File: src/include/esq_cfg.svh
// constants for the energy store sequencer: offsets, timings, limits, codes
`ifndef ESQ_CFG_SVH
`define ESQ_CFG_SVH

// ----------------------------------------------------------------------
// register byte offsets on the apb port
// ----------------------------------------------------------------------
`define ESQ_CTRL_OFS      12'h000
`define ESQ_STAT_OFS      12'h004
`define ESQ_LEVEL_OFS     12'h008
`define ESQ_ADDR_W        12

// ctrl fields
`define ESQ_CTRL_CLR_BIT  0
`define ESQ_CTRL_DIS_BIT  1
`define ESQ_CTRL_RST      2'h0

// ----------------------------------------------------------------------
// timing, in milliseconds as quoted, and the clock rate
// ----------------------------------------------------------------------
`define ESQ_CLK_KHZ       40000
`define ESQ_CHG_MS        5000
`define ESQ_DIS_MS        20000
`define ESQ_RDY_MS        10000

// ----------------------------------------------------------------------
// mains current limits in arms, one per switch code
// ----------------------------------------------------------------------
`define ESQ_LIM_W         8
`define ESQ_LIM_0000      8'h2a
`define ESQ_LIM_TABLE {8'hb0, 8'ha1, 8'h8f, 8'h80, 8'h71, 8'h63, 8'h58, \
   8'h52, 8'h49, 8'h42, 8'h39, 8'h36, 8'h32, 8'h2d, 8'h2a, `ESQ_LIM_0000}

// ----------------------------------------------------------------------
// alarm codes raised by the sequencer itself
// ----------------------------------------------------------------------
`define ESQ_ALM_NONE      4'h0
`define ESQ_ALM_CHARGE    4'he
`define ESQ_ALM_DISCHG    4'hf

`endif

File: src/include/esq_pkg.sv
// types shared by the energy store sequencer
package esq_pkg;

   // sequencer states
   typedef enum logic [2:0] {
      ESQ_IDLE,
      ESQ_CHARGE,
      ESQ_READY,
      ESQ_DISCHARGE,
      ESQ_ALARM
   } esq_state_e;

   // word received from the supply over the module link
   typedef struct packed {
      logic valid;          // one-cycle strobe, fields below are new
      logic estop_n;        // low means emergency stop
      logic supply_ready_n; // low means supply ready
      logic estop_at_supply;// stop came in at the supply input
   } esq_link_s;

   // alarm report from the power stage monitors
   typedef struct packed {
      logic       valid;    // one-cycle strobe
      logic       serious;  // serious class, both status bits low
      logic [3:0] kind;     // alarm kind code
   } esq_alarm_s;

endpackage : esq_pkg

File: src/verilog/esq_sequencer.sv
// energy store sequencer: charge, ready, discharge, assist and alarm logic
//
// Our own choices: the placing of the registers and the APB register port.
`timescale 1ns/100ps
`include "esq_cfg.svh"

module esq_sequencer #(
   parameter int DEMAND_W = `ESQ_LIM_W,
   parameter int CHG_CYC  = `ESQ_CHG_MS * `ESQ_CLK_KHZ,
   parameter int DIS_CYC  = `ESQ_DIS_MS * `ESQ_CLK_KHZ,
   parameter int RDY_CYC  = `ESQ_RDY_MS * `ESQ_CLK_KHZ
) (
   // clock and reset
   input  wire logic                  pclk,
   input  wire logic                  presetn,
   // apb slave
   input  wire logic                  psel,
   input  wire logic                  penable,
   input  wire logic                  pwrite,
   input  wire logic [31:0]           paddr,
   input  wire logic [31:0]           pwdata,
   output logic                       pready,
   output logic [31:0]                prdata,
   output logic                       pslverr,
   // module link from the supply
   input  wire esq_pkg::esq_link_s    link_in,
   // configuration switch and power stage sense
   input  wire logic [3:0]            level_sw,
   input  wire logic [DEMAND_W-1:0]   demand_current,
   input  wire esq_pkg::esq_alarm_s   alarm_in,
   input  wire logic                  discharge_fault,
   // controller discrete inputs
   input  wire logic                  discharge_inhibit,
   input  wire logic                  supply_inhibit,
   // controller discrete outputs
   output logic                       assist_ready,
   output logic                       status_bit_lo,
   output logic                       status_bit_hi,
   output logic [3:0]                 alarm_kind_code,
   // power stage drives
   output logic                       assist_on,
   output logic                       amp_path_on,
   output logic                       discharge_on,
   output logic                       discharge_amp_on
);

   // -------------------------------------------------------------------
   // parameter checks
   // -------------------------------------------------------------------
   initial begin
      if (DEMAND_W < `ESQ_LIM_W || CHG_CYC < 1 || DIS_CYC < 1 ||
          RDY_CYC < 1) begin
         $error("esq_sequencer: unsupported parameter values");
      end
   end

   localparam logic [`ESQ_LIM_W*16-1:0] LIM_TAB = `ESQ_LIM_TABLE;

   // -------------------------------------------------------------------
   // declarations
   // -------------------------------------------------------------------
   esq_pkg::esq_state_e state_reg;   // sequencer state
   logic [31:0]  tmr_reg;            // charge / discharge timer
   logic [31:0]  win_reg;            // ready window after release
   logic         estop_reg;          // emergency stop active
   logic         sup_ready_reg;      // supply reports ready
   logic         at_supply_reg;      // stop entered at supply input
   logic         alm_act_reg;        // alarm latched
   logic         alm_ser_reg;        // latched alarm is serious
   logic [3:0]   alm_kind_reg;       // latched alarm kind
   logic [3:0]   level_reg;          // sampled switch code
   logic [`ESQ_LIM_W-1:0] limit_reg; // selected mains limit
   logic         assist_dis_reg;     // software assist disable
   logic         clr_req;            // software alarm clear, this cycle
   logic         wr_en;              // apb write takes effect
   logic         win_alarm;          // ready window overrun
   logic         dis_alarm;          // discharge circuit failure
   logic         new_alarm;          // any alarm event this cycle
   logic [3:0]   new_kind;           // its kind
   logic         new_serious;        // its class
   logic         discharging;        // discharge current allowed
   logic         sel_ctrl;
   logic         sel_stat;
   logic         sel_level;

   // -------------------------------------------------------------------
   // apb slave: one wait-free access phase, registered answer
   // -------------------------------------------------------------------
   assign sel_ctrl  = paddr[`ESQ_ADDR_W-1:0] == `ESQ_CTRL_OFS;
   assign sel_stat  = paddr[`ESQ_ADDR_W-1:0] == `ESQ_STAT_OFS;
   assign sel_level = paddr[`ESQ_ADDR_W-1:0] == `ESQ_LEVEL_OFS;
   assign wr_en     = psel && penable && pready && pwrite;
   assign clr_req   = wr_en && sel_ctrl && pwdata[`ESQ_CTRL_CLR_BIT];

   // pready rises in the access phase right after setup
   always_ff @(posedge pclk or negedge presetn) begin
      if (!presetn) begin
         pready  <= 1'b0;
         pslverr <= 1'b0;
         prdata  <= 32'h0;
      end else begin
         pready  <= psel && !penable;
         pslverr <= psel && !penable &&
                    !(sel_ctrl || sel_stat || sel_level);
         if (psel && !penable && !pwrite) begin
            // read data is captured at setup so it comes from a flop
            if (sel_ctrl) begin
               prdata <= {30'h0, assist_dis_reg, 1'b0};
            end else if (sel_stat) begin
               prdata <= {17'h0, alm_kind_reg, alm_ser_reg, alm_act_reg,
                          at_supply_reg, sup_ready_reg, estop_reg,
                          state_reg, assist_ready, status_bit_hi,
                          status_bit_lo};
            end else if (sel_level) begin
               prdata <= {20'h0, level_reg, limit_reg};
            end else begin
               prdata <= 32'h0;   // unmapped reads as zero
            end
         end
      end
   end

   // software assist disable; clear bit is a pulse, not stored
   always_ff @(posedge pclk or negedge presetn) begin
      if (!presetn) begin
         assist_dis_reg <= 1'(`ESQ_CTRL_RST >> `ESQ_CTRL_DIS_BIT);
      end else if (wr_en && sel_ctrl) begin
         assist_dis_reg <= pwdata[`ESQ_CTRL_DIS_BIT];
      end
   end

   // -------------------------------------------------------------------
   // link state, polarities decoded here
   // -------------------------------------------------------------------
   // starts in stop with supply not ready until the first link word
   always_ff @(posedge pclk or negedge presetn) begin
      if (!presetn) begin
         estop_reg     <= 1'b1;
         sup_ready_reg <= 1'b0;
         at_supply_reg <= 1'b0;
      end else if (link_in.valid) begin
         estop_reg     <= !link_in.estop_n;
         sup_ready_reg <= !link_in.supply_ready_n;
         at_supply_reg <= !link_in.estop_n && link_in.estop_at_supply;
      end
   end

   // -------------------------------------------------------------------
   // level switch: off reads one, switch 1 is bit 0
   // -------------------------------------------------------------------
   // the switch is a static strap, so sampling every cycle is enough
   always_ff @(posedge pclk or negedge presetn) begin
      if (!presetn) begin
         level_reg <= 4'h0;
         limit_reg <= `ESQ_LIM_0000;
      end else begin
         level_reg <= level_sw;
         limit_reg <= LIM_TAB[level_sw*`ESQ_LIM_W +: `ESQ_LIM_W];
      end
   end

   // -------------------------------------------------------------------
   // alarm events and latch
   // -------------------------------------------------------------------
   assign win_alarm = win_reg >= 32'(RDY_CYC - 1);
   assign dis_alarm = discharge_fault && state_reg == esq_pkg::ESQ_DISCHARGE;

   always_comb begin
      new_alarm   = alarm_in.valid || win_alarm || dis_alarm;
      new_serious = 1'b0;
      new_kind    = `ESQ_ALM_NONE;
      if (alarm_in.valid) begin
         new_kind    = alarm_in.kind;
         new_serious = alarm_in.serious;
      end else if (dis_alarm) begin
         new_kind    = `ESQ_ALM_DISCHG;
         new_serious = 1'b1;
      end else if (win_alarm) begin
         new_kind    = `ESQ_ALM_CHARGE;
      end
   end

   // a new alarm in the clearing cycle wins over the clear
   always_ff @(posedge pclk or negedge presetn) begin
      if (!presetn) begin
         alm_act_reg  <= 1'b0;
         alm_ser_reg  <= 1'b0;
         alm_kind_reg <= `ESQ_ALM_NONE;
      end else if (new_alarm) begin
         alm_act_reg  <= 1'b1;
         alm_ser_reg  <= alm_ser_reg || new_serious;
         alm_kind_reg <= new_kind;
      end else if (clr_req) begin
         alm_act_reg  <= 1'b0;
         alm_ser_reg  <= 1'b0;
         alm_kind_reg <= `ESQ_ALM_NONE;
      end
   end

   // -------------------------------------------------------------------
   // ready window: runs from stop release until ready or alarm
   // -------------------------------------------------------------------
   always_ff @(posedge pclk or negedge presetn) begin
      if (!presetn) begin
         win_reg <= 32'h0;
      end else if (estop_reg || alm_act_reg || win_alarm ||
                   state_reg == esq_pkg::ESQ_READY) begin
         win_reg <= 32'h0;
      end else begin
         win_reg <= win_reg + 32'h1;
      end
   end

   // -------------------------------------------------------------------
   // sequencer state machine
   // -------------------------------------------------------------------
   // discharge goes through the resistor unless inhibited; a stop
   // taken at the supply input overrides the inhibit, and a failed
   // discharge circuit never discharges
   assign discharging = state_reg == esq_pkg::ESQ_DISCHARGE &&
                        !discharge_fault &&
                        (!discharge_inhibit || at_supply_reg);

   always_ff @(posedge pclk or negedge presetn) begin
      if (!presetn) begin
         state_reg <= esq_pkg::ESQ_IDLE;
         tmr_reg   <= 32'h0;
      end else if (new_alarm) begin
         state_reg <= esq_pkg::ESQ_ALARM;
         tmr_reg   <= 32'h0;
      end else begin
         unique case (state_reg)
            esq_pkg::ESQ_IDLE: begin
               tmr_reg <= 32'h0;
               if (!estop_reg && sup_ready_reg) begin
                  state_reg <= esq_pkg::ESQ_CHARGE;
               end
            end
            esq_pkg::ESQ_CHARGE: begin
               if (estop_reg) begin
                  state_reg <= esq_pkg::ESQ_DISCHARGE;
                  tmr_reg   <= 32'h0;
               end else if (!sup_ready_reg) begin
                  state_reg <= esq_pkg::ESQ_IDLE;
               end else if (tmr_reg >= 32'(CHG_CYC - 1)) begin
                  state_reg <= esq_pkg::ESQ_READY;
                  tmr_reg   <= 32'h0;
               end else begin
                  tmr_reg <= tmr_reg + 32'h1;
               end
            end
            esq_pkg::ESQ_READY: begin
               if (estop_reg) begin
                  state_reg <= esq_pkg::ESQ_DISCHARGE;
               end else if (!sup_ready_reg) begin
                  state_reg <= esq_pkg::ESQ_IDLE;
               end
            end
            esq_pkg::ESQ_DISCHARGE: begin
               // release mid-discharge recharges the held energy
               if (!estop_reg) begin
                  state_reg <= esq_pkg::ESQ_IDLE;
                  tmr_reg   <= 32'h0;
               end else if (tmr_reg >= 32'(DIS_CYC - 1)) begin
                  state_reg <= esq_pkg::ESQ_IDLE;
                  tmr_reg   <= 32'h0;
               end else if (discharging) begin
                  tmr_reg <= tmr_reg + 32'h1;
               end
            end
            esq_pkg::ESQ_ALARM: begin
               if (!alm_act_reg) begin
                  state_reg <= esq_pkg::ESQ_IDLE;
               end
            end
            default: begin
               state_reg <= esq_pkg::ESQ_IDLE;
            end
         endcase
      end
   end

   // -------------------------------------------------------------------
   // controller outputs, all registered
   // -------------------------------------------------------------------
   always_ff @(posedge pclk or negedge presetn) begin
      if (!presetn) begin
         assist_ready    <= 1'b0;
         status_bit_lo   <= 1'b1;
         status_bit_hi   <= 1'b1;
         alarm_kind_code <= `ESQ_ALM_NONE;
      end else begin
         assist_ready    <= state_reg == esq_pkg::ESQ_READY &&
                            !new_alarm;
         status_bit_lo   <= !(alm_act_reg || new_alarm);
         status_bit_hi   <= !(alm_ser_reg ||
                              (new_alarm && new_serious));
         alarm_kind_code <= new_alarm ? new_kind : alm_kind_reg;
      end
   end

   // -------------------------------------------------------------------
   // power stage drives
   // -------------------------------------------------------------------
   // the amplifier path is cut in every state but ready
   always_ff @(posedge pclk or negedge presetn) begin
      if (!presetn) begin
         assist_on        <= 1'b0;
         amp_path_on      <= 1'b0;
         discharge_on     <= 1'b0;
         discharge_amp_on <= 1'b0;
      end else begin
         amp_path_on      <= state_reg == esq_pkg::ESQ_READY &&
                             !new_alarm && !estop_reg;
         assist_on        <= state_reg == esq_pkg::ESQ_READY &&
                             !new_alarm && !estop_reg &&
                             !supply_inhibit &&
                             !assist_dis_reg &&
                             demand_current > DEMAND_W'(limit_reg);
         discharge_on     <= discharging && !new_alarm;
         discharge_amp_on <= discharging && !new_alarm &&
                             at_supply_reg;
      end
   end

endmodule : esq_sequencer

File: config.mk
export PLATFORM = sky130hd
export DESIGN_NAME = esq_sequencer
export DESIGN_NICKNAME = d
export VERILOG_FILES = /design/src/include/esq_pkg.sv /design/src/verilog/esq_sequencer.sv
export VERILOG_INCLUDE_DIRS = /design/src /design/src/include
export SDC_FILE = /design/constraint.sdc
export NUM_CORES = 1
export LEC_CHECK = 0
export ABC_AREA = 1
export BUFFER_PORTS_ARGS = -buffer_cell sky130_fd_sc_hd__buf_4
export CAP_MARGIN = 15
export CORE_ASPECT_RATIO = 0.7
export CORE_MARGIN = 3
export CORE_UTILIZATION = 37
export DETAILED_ROUTE_END_ITERATION = 16
export GPL_ROUTABILITY_DRIVEN = 0
export PLACE_DENSITY = 0.55
export SYNTH_ARGS = -nofsm -noshare
export SYNTH_HDL_FRONTEND = slang
export SYNTH_SLANG_ARGS = --single-unit
export TNS_END_PERCENT = 5
File: constraint.sdc
create_clock -name pclk -period 3.87 [get_ports pclk]
set_input_delay 0.774 -clock pclk [delete_from_list [all_inputs] [get_ports pclk]]
set_output_delay 0.774 -clock pclk [all_outputs]
set_load 0.02 [all_outputs]
==> results.md, run 1 <==
- Status: finished, final reports clean
- Die Span Y: roughly 120 µm
- CP Capture Type: flop
- Post-DRT Antenna Nets: 0
- Post-synthesis simple-gate area fraction: about 33%
- Leading post-synthesis cells by cell area: dfrtp_1 (40%), nand2_1 (14%), nor2_1 (7.1%)
- Relative slew slack: between 40% and 50%
- Area Overhead vs Synth: 19.61%
- Fmax achieved: around 350 MHz
- Fillers: between 1.5k and 2k
- Pin count of the biggest net entering global routing: between 100 and 150
- Synth cell count leaders: nand2_1 (251), nor2_1 (130), inv_1 (125), dfrtp_1 (111), nand3_1 (60)
- RSZ-0062 raised after global routing: no
- Total global-route track usage: a little under a fifth
- Yosys top cell area share: around two fifths
- Vias in the first global route: a little under 6k
- Port Buf Inserts: 71
- CP startpoint kind: flop
- Post-Syn Area: just under 7000 µm²
- Total Routed Length: 18630 µm
- Worst Path Required: 4.22 ns
- Fin Clk Skew: 0.01059 ns
- CTS max path bufs: 2
- Starting DRC count in detailed routing: 541
- Core Rows: a little over 40
- Worst vdd ir: between 0.0002 and 0.0003 V
- Final setup viols: 0
- Die area: ~20000 µm²
- Initial antenna violation count: 0
- Power density cells: approximately 380 nW/µm²
- Root Buffer: clkbuf_16
- CP max stage cell: nor2_2
- Fraction of synthesized cell area in xor and xnor cells: 2.912%
- Gr ovfl total: 0
- Post-CTS Hold Buffers: 0
- Endpoints failing hold: 0
- Kind of critical path: reg2reg
- Final HPWL DP: approximately 14000 µm
- Critical-path cell list: ha_1 > nand3_1 > nor2_1 > nand2_1 > nand2_1 > nand2_1 > nand2_1 > nor2_4 > nand2_1 > inv_1 > nand2_2 > nor2_2 > nand2_1 > nand2_1
- Yosys cell types: between 40 and 50
- First-pass GRT wire length: slightly above 30000 µm
- Detailed Routing Iterations Pass 1: 5
- N_diodes: 0
- Post-Syn Area per Cell: between 7 and 8 µm²
- DP Worst Slack: ~1.0 ns
- Area of the multi-input gates: ~3300 µm²
- Number of synthesized register bits: around 120
- Top cell type by total area after synthesis: dfrtp_1
- Register area share after synthesis: between 40% and 50%
- Initial core utilization: a little under two fifths
- Ys async rst share: 100.0%
- Synthesis Warnings: 0
- CP dominant cell by count: nand2_1
- Period utilization: approximately three quarters
- Setup Buffers After CTS: 0
- Post-synthesis compound-gate area fraction: under 10%
- Clk sink count: 117
- DR vias: around 6.2k
- Die Width: around 170 µm
- Nets: 1134
- TritonCTS clock tree: built
- Core area: 18160 µm²
- CP arrival: ~3.2 ns
- WL/cell: 14.63 µm
- Primary FF master, synth: dfrtp_1
- Layout cells sized above 1: about an eighth
- Slew Viols, Final: 0
- Main combinational cell family by area after synthesis: simple AND/OR/NAND/NOR gates
- Cell with the most instances after synthesis: nand2_1
- Cts repair resizes: 0
- Clk Latency, worst-skew pair: roughly 0.42 ns
- Clk slew on worst S/H paths: ~0.06 ns
- DR vias/cell: slightly below 5
- Leak: ~4.0 nW
- Syn Inst Count: 944
- PnR worst setup slack: just under 1 ns
- Tightest Pin Transition: 0.7879 ns
- Min-Delay Path Class: in2async
- H-tree levels: 4
- Overall power: approximately 3.2 mW
- Worst Path Max Fanout: 17
- Final min period: slightly below 3 ns
- TritonCTS Buffers: 17
- Post-synth EDFFs: 0
- Total negative setup slack: 0 ns
- DRC: 0
- MaxCap Viol Count: 0
- Synth Area in Adders: under 10%
- Peak per-stage delay on the critical path: 0.51 ns
- Reg area: 2935 µm²
- Mux contribution to synthesized area: less than 1%
- I/O pin count: about 140
report_power, final:
part	switching, mW	internal, mW	total, mW
Sequential	0.0174	1.25	1.27
Combinational	0.121	0.0650	0.186
Clock	0.607	1.10	1.71
Total	0.746	2.42	3.17
path summary, 6_finish.rpt:
| kind | slack [ns] | cells after the start | from | endpoint |
|---|---|---|---|---|
| setup reg to reg | 0.98 | 14 | win_reg[0] | tmr_reg[14] |
| hold / removal | 0.40 | 2 | presetn | prdata[12] |
| min in group pclk | 0.49 | 2 | prdata[6] | prdata[6] |
| max in group asynchronous | 2.89 | 2 | presetn | tmr_reg[14] |
| hold reg to reg | 0.49 | 2 | prdata[6] | prdata[6] |
| setup / recovery | 0.98 | 14 | win_reg[0] | tmr_reg[14] |
cell usage in the layout (no fill, tap or decap), types with 3 or more instances in the layout:
cell type,count
a31oi_1,3
nand3b_1,5
dfstp_2,6
bufinv_16,4
xor2_1,16
nor3_1,32
inv_1,125
clkinvlp_4,3
clkbuf_16,17
ha_1,16
nor3b_1,4
conb_1,20
dfrtp_1,111
nand2_1,251
o21ai_0,50
nand2_2,3
o22ai_1,3
nor4_1,7
inv_6,4
a21oi_1,23
o311ai_0,3
nand4_1,21
nor2_1,130
o221ai_1,5
nor2_2,4
xnor2_1,7
nand3_1,60
nor2_4,3
buf_4,73
inv_2,3
cell families (layout without fill, tap and decap cells):
family	Yosys count	in the layout
multiplexers	1	1
adder cells (fa/ha/maj)	16	16
AND/OR/NAND/NOR	525	525
flip-flops	117	117
XOR/XNOR	23	23
buffers and inverters	162	236
other	1	20
AO/OA/AOI/OAI	99	99
routing by layer:
layer	up-vias	wire length [µm]	track usage, %
met5	-	0	0
met3	13	958	3.562
met4	0	187	4.954
met1	2857	10060	30.48
met2	161	7417	25.52
li1	3168	-	-
critical path, delay by kind of cell, from the launching register on:
family                   cells  cell delay (ns)
adder cells (fa/ha/maj)      1             0.23
buffers and inverters        1             0.08
flip-flops                   1             0.41
AND/OR/NAND/NOR             12             2.09
per-stage QoR:
stage                     instance area, µm²  hold WS (ns)  util [%]  cells
after global routing                    8274        0.4711     45.56   1273
after floorplan                         6989        0.4552         -    963
after CTS                               8274        0.4655     45.56   1273
after global placement                  7636        0.4698     42.05   1241
final                                   8274        0.4010     45.56   1273
after detailed placement                7636        0.4723     42.05   1241
area by class of cell:
cell class	count	share of cell area (%)
clock inverters	13	2.359
well taps	236	3.569
flip-flops and latches	117	35.48
repair buffers	74	6.865
inverters	130	5.928
clock buffers	19	5.353
multi-input cells	684	40.45
No activity file was read; power rests on OpenSTA's default activity.
==> inputs of run 2 (changes only) <==
Settings changed: ABC_AREA 1 to 0, PLACE_DENSITY 0.55 to 0.56.
Clock period 3.87 ns to 2.84 ns, I/O delays scaled along.
==> run 2 against run 1 <==
- via count fell by 17%
- non-clock buffer count rose by 10
- clock skew rose by 0.0022 ns
- critical path depth fell by 5
- utilization rose by 1.8 points
- sequential power rose by 39%
- cell count fell by 22%
- critical endpoint is now tmr_reg[12]
- power rose by 36%
- wire length fell by 18%
- sequential cell count did not move
- area after synthesis fell by 11%
- global-route usage fell by 1.7 points
==> results.md, run 2 <==
- Core area: 15930 µm² (-12%)
- Worst Path Buf+Inv: 1 (unchanged)
- CP startpoint kind: flop
- Tightest Pin Transition: 0.7048 ns (-0.08315 ns)
- Final HPWL DP: 10410 µm (-24%)
- Final min period: 2.551 ns (-0.3434 ns)
- Status: finished, final reports clean
- Worst r2r src: tmr_reg[0]
- DR vias: 5132 (-17%)
- Fin Clk Skew: 0.01280 ns (+0.002210 ns)
- Cell with the most instances after synthesis: nor2_1
- Overall power: 4.316 mW (+36%)
- Critical path's top delay family: simple AND/OR/NAND/NOR gates
- FF-to-FF End: tmr_reg[12]
- TritonCTS clock tree: built
- Leading post-synthesis cells by cell area: dfrtp_1 (45%), nor2_1 (7.1%), ha_1 (3.2%)
- CP Capture Type: flop
- Clk slew on worst S/H paths: 0.06 ns (about the same)
- Top cell type by total area after synthesis: dfrtp_1
- DRC: 0 (unchanged)
- Post-Syn Area per Cell: 9.145 µm² (+25%)
- First-pass GRT wire length: 25610 µm (-16%)
- N_diodes: 0 (unchanged)
- Clk Latency, worst-skew pair: 0.41 ns (about the same)
- CP max stage cell: dfrtp_1
- Peak per-stage delay on the critical path: 0.40 ns (-0.11 ns)
- Cts repair resizes: 0 (unchanged)
- Synthesis Warnings: 0 (unchanged)
- Reg2Reg Setup Slack: 0.29 ns (-0.69 ns)
- Area Overhead vs Synth: 21.85%
- Total Routed Length: 15330 µm (-18%)
- Worst r2r path cells: 9 (-5)
- Die Span Y: 114.2 µm (-5.1%)
- Number of synthesized register bits: 117 (unchanged)
- Die Width: 160.6 µm (-5.2%)
- Final setup viols: 0 (unchanged)
- Yosys top cell area share: 44.87% (+4.7 points)
- CP endpoint: tmr_reg[12]
- Worst Path Max Fanout: 28 (+11)
- Area of the multi-input gates: 2919 µm² (-13%)
- Crit. Startpoint: tmr_reg[0]
- Layout cells sized above 1: 19.04% (+6.2 points)
- Detailed Routing Iterations Pass 1: 4 (-1)
- Critical-path cell list: ha_1 > nand4_2 > nor3_4 > o2111ai_2 > a31oi_1 > nor2b_2 > buf_4 > nand4b_1 > a21oi_1
- CTS max path bufs: 2 (unchanged)
- Design Area, Final: 7543 µm² (-8.8%)
- Period utilization: 89.82% (+15 points)
- Placed Area: 6929 µm² (-9.3%)
- Endpoints failing hold: 0 (unchanged)
- H-tree levels: 4 (unchanged)
- Post-DRT Antenna Nets: 0 (unchanged)
- Primary FF master, synth: dfrtp_1
- TritonCTS Buffers: 17 (unchanged)
- Die area: 18350 µm² (-10%)
- Reg area: 2935 µm² (unchanged)
- Vias in the first global route: 5153 (-12%)
- DR vias/cell: 5.200 (+6.8%)
- Relative slew slack: 53.01% (+6.0 points)
- Power density cells: 572.1 nW/µm² (+49%)
- Post-CTS Hold Buffers: 0 (unchanged)
- I/O pin count: 139 (unchanged)
- Worst vdd ir: 0.0003726 V (+44%)
- Setup Buffers After CTS: 0 (unchanged)
- Ys async rst share: 100.0% (unchanged)
- Synth cell count leaders: nor2_1 (117), dfrtp_1 (111), nand2_1 (53), o21ai_0 (40), a21oi_1 (37)
- Slew Viols, Final: 0 (unchanged)
- Worst Path Required: 3.17 ns (-1.05 ns)
- RSZ-0062 raised after global routing: no
- Leak: 3.231 nW (-20%)
- Commonest non-fill, non-tap cell in the layout: nor2_1
- Register area share after synthesis: 47.41% (+5.0 points)
- Most frequent cells in the layout: nor2_1 (117), dfrtp_1 (111), buf_4 (81)
- Syn Inst Count: 677 (-28%)
- Core Rows: 38 (-7.3%)
- Initial antenna violation count: 0 (unchanged)
- Stages on worst setup path: 9 (-5)
- Yosys cell types: 62 (+35%)
- Gr ovfl total: 0 (unchanged)
- Kind of critical path: reg2reg
- Nets: 864 (-24%)
- MaxCap Viol Count: 0 (unchanged)
- Port Buf Inserts: 71 (unchanged)
- Total negative setup slack: 0 ns (unchanged)
- Min-Delay Path Class: in2async
- Root Buffer: clkbuf_16
- Fillers: 1533 (-15%)
- Post-synth EDFFs: 0 (unchanged)
- WL/cell: 15.53 µm (+6.2%)
- Post-Syn Area: 6191 µm² (-11%)
- Total global-route track usage: 17.19% (-1.7 points)
- Clk sink count: 117 (unchanged)
- Initial core utilization: 38.87% (+0.77 points)
- CP arrival: 2.88 ns (-0.36 ns)
- Fmax achieved: 392.0 MHz (+13%)
- Pin count of the biggest net entering global routing: 118 (unchanged)
- Starting DRC count in detailed routing: 317 (-41%)
## run 2: changes by cell type after synthesis, moves of 11 or more
| cell | change |
|---|---|
| clkbuf_1 | +12 |
| a221oi_1 | +12 |
| nand3_1 | -30 |
| nand2_1 | -198 |
| nor2_1 | -13 |
| a22oi_2 | +11 |
| a21oi_1 | +14 |
| inv_1 | -90 |
## run 2: layout make-up
class,count,area share (%)
inverter,35,1.742
timing repair buffer,84,8.857
clock inverter,14,2.322
multi-input combinational,499,38.70
clock buffer,18,5.822
sequential,117,38.91
tap,220,3.649
## run 2: where the power goes
part           switching (mW)  total, mW  internal [mW]  leakage, nW
Sequential             0.0377       1.76           1.72         1.52
Combinational           0.195      0.328          0.134         1.42
Clock                   0.813       2.23           1.41        0.293
## run 2: kinds of logic (layout without fill, tap and decap cells)
family          after synthesis  after routing  share of synthesized area, %
buf+inv                      80            151                         6.588
simple gates                302            302                         23.91
fa+ha+maj                    16             16                         3.234
xor+xnor                     25             25                         3.537
mux                           6              6                         1.213
flops                       117            117                         47.41
compound gates              130            130                         14.05
other cells                   1             20                       0.06057
## run 2: per-stage QoR
stage          hold slack [ns]  utilization (%)  setup slack, ns  cells
2_1_floorplan           0.2724                -           0.5509    696
3_3_place_gp            0.4247            43.50           0.3514    955
3_5_place_dp            0.4411            43.50           0.3045    955
4_1_cts                 0.2914            47.36           0.2737    987
5_1_grt                 0.3073            47.36          0.06930    987
6_report                0.2631            47.36           0.2892    987
## run 2: worst min-delay path by stage
| stage | startpoint | end | slack, ns | depth (start not counted) |
|---|---|---|---|---|
| finish | presetn | tmr_reg[17] | 0.26 | 2 |
| global route | presetn | tmr_reg[19] | 0.31 | 2 |
| CTS | presetn | win_reg[9] | 0.29 | 2 |
| detailed placement | alm_ser_reg | status_bit_hi | 0.44 | 1 |
| global placement | alm_ser_reg | status_bit_hi | 0.42 | 1 |
| floorplan | presetn | alarm_kind_code[0] | 0.27 | 0 |
## run 2: per-layer routing
metal / track usage [%] / up-vias / wire length, µm
met3: 4.375 / 11 / 780
met4: 4.971 / 0 / 110
li1: - / 2495 / -
met2: 25.33 / 123 / 6738
met1: 25.05 / 2503 / 7704
met5: 0 / - / 0
==> inputs of run 3 (changes only) <==
Settings changed: CAP_MARGIN 15 to unset, CELL_PAD_IN_SITES_DETAIL_PLACEMENT set to 0, CELL_PAD_IN_SITES_GLOBAL_PLACEMENT set to 2, CORE_UTILIZATION 37 to 33, PLACE_DENSITY 0.56 to 0.79.
==> run 3 against run 2 <==
- sequential share of layout area fell by 0.58 points
- register-to-register slack worse by 0.09 ns
- hold slack worse by 0.097 ns
- count of clock-buffer cells in the layout grew 2
- design area is 1.5% higher
- die area grew 12%
- combinational power barely moved
- via count increased by 1.3%
- wire length is 2.9% higher
- cell count rose by 2.4%
- global-route usage shrank 0.94 points
- first-iteration DRC count up 36%
- critical path type unchanged
- largest power group unchanged
- highest routed layer unchanged
==> results.md, run 3 (synthesis gave the netlist of run 2 again) <==
- Combinational share of power: 7.4% (-0.2 points)
- Period utilization: 93.02% (+3.2 points)
- Slew Viols, Final: 0 (unchanged)
- Die area: 20470 µm² (+12%)
- Nets: 873 (+1.0%)
- Total negative setup slack: 0 ns (unchanged)
- Pin count of the biggest net entering global routing: 53 (-55%)
- Clk slew on worst S/H paths: 0.06 ns (about the same)
- H-tree levels: 4 (unchanged)
- Worst r2r src: tmr_reg[0]
- TritonCTS Buffers: 17 (unchanged)
- Final Hold Slack: 0.1659 ns (-0.09721 ns)
- RSZ-0062 raised after global routing: no
- Leak: 3.286 nW (+1.7%)
- Die Span Y: 120.6 µm (+5.6%)
- Min-Delay Path Class: in2async
- Initial core utilization: 34.00% (-4.9 points)
- Worst Path Required: 3.13 ns (-0.04 ns)
- Gr ovfl total: 0 (unchanged)
- Initial antenna violation count: 0 (unchanged)
- CP arrival: 2.93 ns (+0.05 ns)
- DRC: 0 (unchanged)
- Vias in the first global route: 5023 (-2.5%)
- Most frequent cells in the layout: nor2_1 (117), dfrtp_1 (111), buf_4 (90)
- Fin Clk Skew: 0.01064 ns (-0.002156 ns)
- Clk sink count: 117 (unchanged)
- Worst r2r path cells: 9 (unchanged)
- PnR worst setup slack: 0.1981 ns (-0.09104 ns)
- Port Buf Inserts: 71 (unchanged)
- TritonCTS clock tree: built
- Clock power share: 52.6% (+1.0 points)
- Detailed Routing Iterations Pass 1: 5 (+1)
- Commonest non-fill, non-tap cell in the layout: nor2_1
- Relative slew slack: 52.38% (-0.63 points)
- Final min period: 2.642 ns (+0.09103 ns)
- Final setup viols: 0 (unchanged)
- N_diodes: 0 (unchanged)
- Die Width: 169.7 µm (+5.7%)
- Core area: 18210 µm² (+14%)
- Part of the power in registers: 40.0% (-0.8 points)
- Power density cells: 576.8 nW/µm² (+0.82%)
- Reg2Reg Setup Slack: 0.20 ns (-0.09 ns)
- DR vias: 5197 (+1.3%)
- Setup Buffers After CTS: 0 (unchanged)
- Fmax achieved: 378.5 MHz (-3.4%)
- P_sw: 1.023 mW (-2.1%)
- Starting DRC count in detailed routing: 430 (+36%)
- Internal power: 3.394 mW (+3.8%)
- CTS max path bufs: 2 (unchanged)
- Cts repair resizes: 0 (unchanged)
- Kind of critical path: reg2reg
- FF-to-FF End: tmr_reg[15]
- Status: finished, final reports clean
- Sw Ratio: 23.16% (-1.1 points)
- Clk Latency, worst-skew pair: 0.42 ns (about the same)
- Layout cells sized above 1: 19.87% (+0.84 points)
- WL/cell: 15.60 µm (+0.42%)
- Fillers: 1774 (+16%)
- Endpoints failing hold: 0 (unchanged)
- Worst vdd ir: 0.0004522 V (+21%)
- Core Rows: 41 (+7.9%)
- Worst Path Max Fanout: 15 (-46%)
- CP Capture Type: flop
- Total Routed Length: 15770 µm (+2.9%)
- Area Overhead vs Synth: 23.71%
- DP Worst Slack: 0.2554 ns (-0.04908 ns)
- Post-CTS Hold Buffers: 0 (unchanged)
- First-pass GRT wire length: 26280 µm (+2.6%)
- Overall power: 4.418 mW (+2.4%)
- Tightest Pin Transition: 0.7143 ns (+0.009480 ns)
- Final HPWL DP: 11130 µm (+6.9%)
- MaxCap Viol Count: 0 (unchanged)
- Post-DRT Antenna Nets: 0 (unchanged)
- DR vias/cell: 5.140 (-1.1%)
- Root Buffer: clkbuf_16
- Finished Core Util: 42.05% (-5.3 points)
- I/O pin count: 139 (unchanged)
- CP startpoint kind: flop
- Total global-route track usage: 16.25% (-0.94 points)
## run 3: layout make-up
type                            instances  area, µm²  area share [%]
Multi-Input combinational cell        499       2919           38.11
Timing Repair Buffer                   93      735.7           9.606
Clock buffer                           20      466.7           6.094
Inverter                               35      131.4           1.715
Clock inverter                         11      175.2           2.287
Tap cell                              236      295.3           3.856
Sequential cell                       117       2935           38.33
## run 3: per-layer routing
metal	share of wire, %	wire length [µm]	vias to the layer above	track usage [%]
met5	0	0	-	0
li1	-	-	2510	-
met3	4.3	681	21	4.150
met1	50	7952	2550	24.11
met2	44	6914	116	23.45
met4	1.4	224	0	4.341
## run 3: worst max-delay path, stage by stage, from the launching register on
cell and delay (ns):
dfrtp_1 0.41, ha_1 0.27, nand4_2 0.13, o311ai_0 0.53, a211oi_1 0.22, a22oi_2 0.30, buf_4 0.26, o21ai_0 0.15
a22oi_2 0.19, nor2_1 0.05
## run 3: power by group through the flow
stage | clock, mW | sequential [mW] | combinational (mW)
3_5_place_dp | 0 | 1.79 | 0.332
6_report | 2.32 | 1.77 | 0.327
2_1_floorplan | 0 | 1.81 | 0.144
4_1_cts | 2.38 | 1.77 | 0.333
3_3_place_gp | 0 | 1.79 | 0.328
5_1_grt | 2.47 | 1.77 | 0.365
## run 3: per-stage QoR
stage | cells | instance area [µm²]
6_report | 1011 | 7659
5_1_grt | 1011 | 7659
4_1_cts | 1011 | 7659
3_5_place_dp | 980 | 7017
3_3_place_gp | 980 | 7017
2_1_floorplan | 696 | 6262
## run 3: worst max path at each step
stage	cells after the start	to	start	slack, ns
6_report	9	tmr_reg[15]	tmr_reg[0]	0.20
5_1_grt	9	tmr_reg[15]	tmr_reg[0]	0.009
2_1_floorplan	8	tmr_reg[26]	tmr_reg[0]	0.55
3_3_place_gp	9	tmr_reg[28]	tmr_reg[13]	0.26
3_5_place_dp	9	tmr_reg[12]	tmr_reg[13]	0.26
4_1_cts	9	tmr_reg[12]	tmr_reg[13]	0.23
